### config.mk
export PLATFORM = sky130hd
export DESIGN_NAME = fwsf_top
export DESIGN_NICKNAME = d
export VERILOG_FILES = /design/src/hdl/fwsf_pkg.sv /design/src/hdl/fwsf_if.sv /design/src/hdl/fwsf_latch.sv /design/src/hdl/fwsf_top.sv
export SDC_FILE = /design/constraint.sdc
export NUM_CORES = 1
export LEC_CHECK = 0
export ABC_AREA = 1
export BUFFER_PORTS_ARGS = -buffer_cell sky130_fd_sc_hd__buf_4
export CELL_PAD_IN_SITES_DETAIL_PLACEMENT = 0
export CELL_PAD_IN_SITES_GLOBAL_PLACEMENT = 2
export CORE_ASPECT_RATIO = 1.5
export CORE_MARGIN = 4
export CORE_UTILIZATION = 25
export CTS_CLUSTER_SIZE = 30
export DETAILED_ROUTE_END_ITERATION = 16
export GPL_TIMING_DRIVEN = 0
export PLACE_DENSITY = 0.85
export SLEW_MARGIN = 0
export SYNTH_ARGS = -nofsm -noshare
export SYNTH_HDL_FRONTEND = slang
export SYNTH_HIERARCHICAL = 1
export SYNTH_SLANG_ARGS = --single-unit
### constraint.sdc
create_clock -name core_clk -period 0.8 [get_ports core_clk]
set_input_delay 0.12 -clock core_clk [delete_from_list [all_inputs] [get_ports core_clk]]
set_output_delay 0.12 -clock core_clk [all_outputs]
set_load 0.02 [all_outputs]
### src/hdl/fwsf_pkg.sv
// Purpose: Constants for the fault and warning status flag bank
// Assumes: Command codes and field positions of the status registers
// Notes:   All flag registers reset to zero
package fwsf_pkg;
	localparam logic [7:0] FWSF_CMD_IOUT  = 8'h7B;
	localparam logic [7:0] FWSF_CMD_INPUT = 8'h7C;
	localparam logic [7:0] FWSF_CMD_TEMP  = 8'h7D;
	localparam logic [7:0] FWSF_RESET_VAL = 8'h00;
	localparam int FWSF_IOUT_FAULT_BIT  = 7;
	localparam int FWSF_IOUT_WARN_BIT   = 5;
	localparam int FWSF_VIN_OV_F_BIT    = 7;
	localparam int FWSF_VIN_OV_W_BIT    = 6;
	localparam int FWSF_VIN_UV_W_BIT    = 5;
	localparam int FWSF_VIN_UV_F_BIT    = 4;
	localparam int FWSF_PIN_OP_W_BIT    = 0;
	localparam int FWSF_OVERTEMPERATURE_FAULT_BIT    = 7;
	localparam int FWSF_OT_WARN_BIT     = 6;
	localparam int FWSF_SUM_IOUT_BIT    = 14;
	localparam int FWSF_SUM_INPUT_BIT   = 13;
	localparam logic [7:0] FWSF_IOUT_MASK  = 8'hA0;
	localparam logic [7:0] FWSF_INPUT_MASK = 8'hF1;
	localparam logic [7:0] FWSF_TEMP_MASK  = 8'hC0;
endpackage

### src/hdl/fwsf_if.sv
// Purpose: Carrier between the flag bank top and its latch module
// Assumes: Single core clock domain
// Notes:   Set is per-bit; clear is one signal for the whole register
`timescale 1ns/10ps
interface fwsf_if;
	logic [7:0] set_bits;
	logic       clear;
	logic [7:0] flags;
	modport owner (output set_bits, output clear, input flags);
	modport latch (input set_bits, input clear, output flags);
endinterface

### src/hdl/fwsf_latch.sv
// Purpose: One 8-bit sticky flag register
// Assumes: Set events are synchronous to core_clk
// Notes:   Reserved bits are masked to zero by parameter
`timescale 1ns/10ps
module fwsf_latch #(
	parameter logic [7:0] MASK = 8'hFF
) (
	// Clock and reset
	input  wire logic core_clk,
	input  wire logic reset,
	// Flag carrier
	fwsf_if.latch     lf
);
	import fwsf_pkg::*;
	logic [7:0] flags_r;
	logic [7:0] flags_nxt;
	assign flags_nxt = ((lf.clear ? 8'h00 : flags_r) | lf.set_bits) & MASK;
	always_ff @(posedge core_clk or posedge reset) begin
		if (reset) begin
			flags_r <= FWSF_RESET_VAL;
		end else begin
			flags_r <= flags_nxt;
		end
	end
	assign lf.flags = flags_r;
endmodule

### src/hdl/fwsf_top.sv
// Purpose: Latched fault and warning status registers of a hot swap monitor
// Assumes: Event inputs are on core_clk; sense pins are asynchronous
// Notes:   Flags are read through a command-code read port
`timescale 1ns/10ps
module fwsf_top (
	// Clock and reset
	input  wire logic       core_clk,
	input  wire logic       reset,
	// Protection and monitor events, core_clk domain
	input  wire logic       gate_timer_shutdown,
	input  wire logic       output_current_over_warn,
	input  wire logic       input_voltage_over_warn,
	input  wire logic       input_voltage_under_warn,
	input  wire logic       input_power_over_warn,
	input  wire logic       temperature_over_fault,
	input  wire logic       temperature_over_warn,
	// Comparator pins, asynchronous
	input  wire logic       high_input_sense_pin,
	input  wire logic       low_input_sense_pin,
	// Host read and clear port
	input  wire logic       rd_en,
	input  wire logic [7:0] rd_cmd,
	input  wire logic       clear_status,
	output logic      [7:0] rd_data,
	output logic            rd_valid,
	output logic            rd_unsupported,
	// Status word summary
	output logic      [15:0] status_word_summary
);
	import fwsf_pkg::*;

	logic [1:0] ov_sync_r;
	logic [1:0] uv_sync_r;
	// Pins cross two flops before any logic sees them
	always_ff @(posedge core_clk or posedge reset) begin
		if (reset) begin
			ov_sync_r <= 2'h0;
			uv_sync_r <= 2'h0;
		end else begin
			ov_sync_r <= {ov_sync_r[0], high_input_sense_pin};
			uv_sync_r <= {uv_sync_r[0], low_input_sense_pin};
		end
	end

	fwsf_if iout_c ();
	fwsf_if input_c ();
	fwsf_if temp_c ();

	assign iout_c.set_bits[FWSF_IOUT_FAULT_BIT] = gate_timer_shutdown;
	assign iout_c.set_bits[FWSF_IOUT_WARN_BIT] = output_current_over_warn;
	assign iout_c.set_bits[6] = 1'b0;
	assign iout_c.set_bits[4:0] = 5'h00;

	assign input_c.set_bits[FWSF_VIN_OV_F_BIT] = ov_sync_r[1];
	assign input_c.set_bits[FWSF_VIN_OV_W_BIT] = input_voltage_over_warn;
	assign input_c.set_bits[FWSF_VIN_UV_W_BIT] = input_voltage_under_warn;
	assign input_c.set_bits[FWSF_VIN_UV_F_BIT] = uv_sync_r[1];
	assign input_c.set_bits[3:1] = 3'h0;
	assign input_c.set_bits[FWSF_PIN_OP_W_BIT] = input_power_over_warn;

	assign temp_c.set_bits[FWSF_OVERTEMPERATURE_FAULT_BIT] = temperature_over_fault;
	assign temp_c.set_bits[FWSF_OT_WARN_BIT] = temperature_over_warn;
	assign temp_c.set_bits[5:0] = 6'h00;

	assign iout_c.clear  = clear_status;
	assign input_c.clear = clear_status;
	assign temp_c.clear  = clear_status;

	// Masks keep reserved bits zero even if a set path is miswired
	fwsf_latch #(.MASK(FWSF_IOUT_MASK)) u_iout (
		.core_clk (core_clk),
		.reset    (reset),
		.lf       (iout_c.latch)
	);
	fwsf_latch #(.MASK(FWSF_INPUT_MASK)) u_input (
		.core_clk (core_clk),
		.reset    (reset),
		.lf       (input_c.latch)
	);
	fwsf_latch #(.MASK(FWSF_TEMP_MASK)) u_temp (
		.core_clk (core_clk),
		.reset    (reset),
		.lf       (temp_c.latch)
	);

	wire logic       hit_iout  = (rd_cmd == FWSF_CMD_IOUT);
	wire logic       hit_input = (rd_cmd == FWSF_CMD_INPUT);
	wire logic       hit_temp  = (rd_cmd == FWSF_CMD_TEMP);
	wire logic       hit_any   = hit_iout | hit_input | hit_temp;
	wire logic [7:0] sel_data  = hit_iout  ? iout_c.flags  :
	                             hit_input ? input_c.flags :
	                             hit_temp  ? temp_c.flags  : 8'h00;

	wire logic [15:0] sum_iout_w  = 16'h0001 << FWSF_SUM_IOUT_BIT;
	wire logic [15:0] sum_input_w = 16'h0001 << FWSF_SUM_INPUT_BIT;
	wire logic [15:0] summary_nxt = (sum_iout_w & {16{|iout_c.flags}}) |
		(sum_input_w & {16{|input_c.flags}});

	always_ff @(posedge core_clk or posedge reset) begin
		if (reset) begin
			rd_data             <= FWSF_RESET_VAL;
			rd_valid            <= 1'b0;
			rd_unsupported      <= 1'b0;
			status_word_summary <= 16'h0000;
		end else begin
			rd_data             <= rd_en ? sel_data : 8'h00;
			rd_valid            <= rd_en & hit_any;
			rd_unsupported      <= rd_en & ~hit_any;
			status_word_summary <= summary_nxt;
		end
	end
endmodule

Yosys cells after proc, flatten, opt, wreduce, memory -nomap -nowiden
Cells that the tools add are included.
- register bits: 39
- word-level logic and storage cells: 30
- output and inout bits: 26
- muxes and demuxes: 7
- reductions and logical operators: 2
- bitwise operators: 9
- equality and inequality tests: 3
- operators by type and width (operator ; count):
    two-way mux 8 bit ; 7
    == test 8 x 7 -> 1 bit, second input constant ; 3
    OR 8 bit ; 3
    OR 15 x 14 -> 15 bit ; 1
    OR reduction 5 bit ; 1
    AND 1 bit ; 2
    OR 1 bit ; 2
    OR reduction 2 bit ; 1
    inverter 1 bit ; 1

Depth between registers and ports, before layout
- word-level depth: 5
- mapped depth: 8

By module
The synthesis kept the hierarchy.
- by module, submodules not included (module ; area each (um^2) ; instances ; cells an instance):
    fwsf_top ; 958.4 ; 1 ; 126
    fwsf_latch (u_iout ...) ; 128.9 ; 2 ; 17
    fwsf_latch (u_input) ; 215.2 ; 1 ; 26

Worst setup path after synthesis
No wires, ideal clock.
- kind: input to register
- start: in rd_cmd[7]
- end: reg rd_data[5]
- required time: 679 ps
- stages on the path: 7
- slack: -79 ps
- data arrival time: 758 ps
- cell sequence: inv_1 nand2_1 nor2_4 nand3_2 buf_6 o21ai_0 nor2_1
- longest elaborated chain between the ends: 4
- elaborated cells on any way between the ends: 5
- RTL lines (item ; RTL line ; source):
    start: declaration ; fwsf_top.sv:22 ; input wire logic [7:0] rd_cmd,
    == test 8 x 7 -> 1 bit ; fwsf_top.sv:87 ; wire logic hit_input = (rd_cmd == FWSF_CMD_INPUT);
    two-way mux 8 bit ; fwsf_top.sv:91 ; hit_input ? input_c.flags :
    two-way mux 8 bit * ; fwsf_top.sv:90 ; wire logic [7:0] sel_data = hit_iout ? iout_c.flags :
    two-way mux 8 bit * ; fwsf_top.sv:106 ; rd_data <= rd_en ? sel_data : 8'h00;
    end signal: assignment ; fwsf_top.sv:106 ;
    end: declaration ; fwsf_top.sv:24 ; output logic [7:0] rd_data,
Mark *: on every way between the ends. The rest lies on a longest branch, timed or not.

Worst setup path after layout
- start: reg u_input.flags_r[0] (netlist: u_input/lf.flags[0])
- end: reg status_word_summary[13]
- longest elaborated chain between the ends: 2
- RTL lines (item ; RTL line ; source):
    start: declaration ; fwsf_latch.sv:15 ; logic [7:0] flags_r;
    start signal: assignment ; fwsf_latch.sv:22 ; flags_r <= flags_nxt;
    OR reduction 5 bit ; fwsf_top.sv:97 ; (sum_input_w & {16{|input_c.flags}});
    OR 15 x 14 -> 15 bit ; fwsf_top.sv:96 ; wire logic [15:0] summary_nxt = (sum_iout_w & {16{|iout_c.flags}}) |
    via summary_nxt[13] ; fwsf_top.sv:96 ;
    end signal: assignment ; fwsf_top.sv:109 ; status_word_summary <= summary_nxt;
    end: declaration ; fwsf_top.sv:28 ; output logic [15:0] status_word_summary
The timed path passes the listed nets, and every way through them passes these cells.

==> results list <==
* Diodes inserted: 0
- Entering global routing, the biggest net connects 17 pins.
- Syn. warnings: 6
- TritonCTS clock tree: built
* Portion of total power attributed to sequential cells: 51.3%
- The number of clock buffers added by TritonCTS is 3.
- Number of H-tree levels: 1
- In the synthesized netlist the async set-or-reset flop fraction comes to 100.0%.
- DIE WIDTH: 69.78 um
- Number of global-route vias before repair: approximately 1.2k
- Path class of the lowest-slack min-delay path: in2async
- Fin Setup TNS: -1.340 ns
- Setup repair after global routing could not meet its margin everywhere.
- Cell taking the most area after synthesis: dfrtp_1
- The mapped netlist covers 1431 um^2.
- Residual overflow from global routing: 0
* Least-Margin Pin Slew: 0.6234 ns
- The clock reaches the later pin of the worst-skew pair after 0.26 ns.
* Type of origin of the critical path: flip-flop
- Cell-internal power: 1.913 mW
- In this run the power density over the cells is 1214 nW/um^2.
- After detailed routing, the average wire length per cell comes to ~9.7 um.
- Antenna-violating nets left: 0
- After detailed routing, the number of vias per cell comes to 3.774.
* Drt first-iter violations: 28
- Counting flops with a built-in enable in the synthesized netlist gives 0.
* Synthesis-to-layout area growth: 50.44%
- Ports: 47
- CP max FO: 3
- Required time of the critical path: 0.95 ns
- The die is 100.7 um tall.
- In this run the clock root is driven by a clkbuf_8.
- Portion of total power attributed to the clock network: approximately 29%
- Core outline area: 5533 um^2
- Initial antenna violation count: 0
* Mean instance size in the synthesized netlist: 7.696 um^2
- Summed over all layers, the routed wires come to 3.183 mm.
* Global-route total usage across every layer: 9.242%
- Setup Viol. Count Final: 19
* Core utilization of the finished layout: 38.92%
- Row generation in the floorplan step produced 33 rows.
- In the synthesized netlist the dominant register cell turns out to be dfrtp_1.
- In this run the tightest slew margin relative to its limit is 58.40%.
- After detailed routing, the number of remaining DRC violations is 0.
- In this run switching power makes up 26.83% of total power.
- By area the synthesized netlist is led by dfrtp_1, buf_4, nand2_1.
- Most frequently used cell type in the post-synthesis netlist: nand2_1
- Switching pwr: 701.5 uW
* Hold violation count in the final report: 16
- The checks that failed: negative hold slack, negative setup slack.
- Synthesis produced a netlist whose cell count is approximately 190.
* Largest buffer count on any clock path: 2
- The pre-antenna-repair detailed-routing pass consisted of 4 iterations.
- Number of nets at the end of the flow: about 280
* Half-perimeter wire length after detailed placement: about 2.5 mm
- The worst register-to-register path has a setup slack of -0.1 ns.
* Share of the synthesized area in the top cell type: 43.71%
- Summing the sequential cell areas from Yosys gives 43.71% of the chip area.
* Count of cell types in the netlist: 19
- Detailed routing inserted a total of ~1.2k vias.
- Initial Util: 25.87%
* Clock Sinks: 25
* Startpoint of the worst register-to-register path: u_input/lf.flags[0]
* Flop and latch count out of synthesis: 25
* Most numerous cell types in the synthesized netlist: nand2_1, buf_4, nor2_1, dfrtp_1, inv_1
- Maximum clock skew at final layout: 0.003756 ns
- The tool flagged a number of max-cap violations equal to 0.
- The post-route netlist has 39.69% of its cells at a drive strength greater than 1.
- The first global-routing pass estimated 5.285 mm of wire.
* Clock-pin slew of the registers on the worst-case setup and hold paths: 0.09 ns
- The number of cells on the worst reg-to-reg path is 2.
- CP Data Arrival Time: 1.05 ns
- Total Die Area: 7025 um^2
* Final critical delay including setup and external delays: around 0.9 ns
- Overall power after layout: 2.615 mW
* Fmax: between 1 and 1.5 GHz
- Final worst path period share: 112.4%
- Crit path kind: reg2reg
* Total leakage power: around 1.2 nW
* Final worst-path setup slack: -0.09949 ns
- Status: finished, violations left
- Max-slew violations: 0
- Hold timing on the final database bottoms out at a slack of -0.04439 ns.
- Routability-driven placement finished with a final weighted congestion of 0.7167.
- Combinational share of power: 19.8%
* Reg-to-Reg End: status_word_summary[13]
- Maximum ir drop on the vdd rail: 0.6782 mV
- # port buffers: 31
* Worst setup EP type: flip-flop
==> layer usage <==
layer | up-vias | track usage, % | routed length [um]
li1 | 644 | - | -
met5 | - | 0 | 0
met2 | 30 | 18.06 | 1828
met1 | 558 | 10.27 | 1210
met3 | 2 | 1.796 | 132
met4 | 0 | 1.770 | 12
==> placed cells by master, fill, tap and decap left out <==
master,netlist,layout
clkbuf_8,0,3
buf_8,0,1
buf_6,2,15
dlygate4sd3_1,0,5
buf_2,0,1
nand3b_1,1,1
nor2_1,28,23
nor2_4,2,2
dfrtp_1,25,25
nand2_2,1,4
inv_2,2,3
conb_1,4,29
buf_4,29,51
clkbuf_1,1,1
clkinvlp_4,0,1
nand3_1,11,8
nand2_1,40,36
o21ai_1,5,4
inv_1,25,23
nor2_2,1,6
nand3_2,1,2
nor4_2,0,4
inv_12,0,1
nand3_4,1,3
o21ai_2,0,4
nand2_4,0,1
==> power groups by stage <==
stage               registers [mW]  clock network, mW  logic (mW)
finish                        1.34              0.755       0.517
global route                  1.35              0.845       0.575
CTS                           1.34              0.798       0.502
detailed placement            1.36                  0       0.450
global placement              1.36                  0       0.445
floorplan                     1.36                  0       0.316
==> worst max-delay path by stage <==
stage,to,cells after the start,from,slack (ns)
3_3_place_gp,rd_data[7],8,rd_cmd[7],-0.34
3_5_place_dp,rd_data[7],8,rd_cmd[7],-0.33
6_report,status_word_summary[13],2,u_input/lf.flags[0],-0.1
4_1_cts,rd_data[6],1,rd_data[6],-0.12
2_1_floorplan,rd_data[5],7,rd_cmd[7],-0.04
5_1_grt,status_word_summary[13],2,u_input/lf.flags[0],-0.15
==> metrics by stage <==
step | worst slack, ns | std cells | hold slack (ns) | instance area (um^2)
finish | -0.09949 | 327 | -0.04439 | 2153
global route | -0.1526 | 327 | 0.01049 | 2153
CTS | -0.1150 | 326 | -0.03002 | 2093
detailed placement | -0.3309 | 312 | 0.01560 | 1866
global placement | -0.3370 | 312 | 0.01273 | 1866
floorplan | -0.04139 | 211 | -0.1388 | 1545
==> flip-flops by register name (all words and copies together), names as in the netlist <==
name / flops
status_word_summary: 2
rd_valid: 1
rd_unsupported: 1
u_iout/lf.flags: 2
u_input/lf.flags: 5
u_temp/lf.flags: 2
ov_sync_r: 2
uv_sync_r: 2
rd_data: 8
==> logic make-up after synthesis <==
logic type | after synthesis | synth area share, %
AO/OA/AOI/OAI | 8 | 2.797
flip-flops | 25 | 43.71
other | 4 | 1.049
AND/OR/NAND/NOR | 90 | 28.32
buffers and inverters | 59 | 24.13
==> worst max-delay path: stages (launching register included) <==
cell and delay [ns]:
dfrtp_1 0.42, nor4_2 0.27, nand2_1 0.10
==> final cells by class <==
cell class                      count  area, um^2
Sequential cell                    25       625.6
Buffer                             32       244.0
Inverter                           27       113.9
Clock inverter                      1       7.507
Tap cell                           70       87.58
Fill cell                         603        3379
Clock buffer                        3       41.29
Timing Repair Buffer               42       381.6
Multi-Input combinational cell    127       651.9
==> repair_timing <==
| action | in CTS | in global routing |
|---|---|---|
| endpoints found under the setup margin | 23 | 24 |
| endpoints found under the hold margin | 27 | 0 |
| resized for setup | 23 | 15 |
| cloned | 1 | 1 |
| buffers inserted | 4 | 0 |
| hold buffers | 5 | 0 |
| pin swaps | 15 | 10 |
Note: power is estimated with default switching activity, not from simulation.
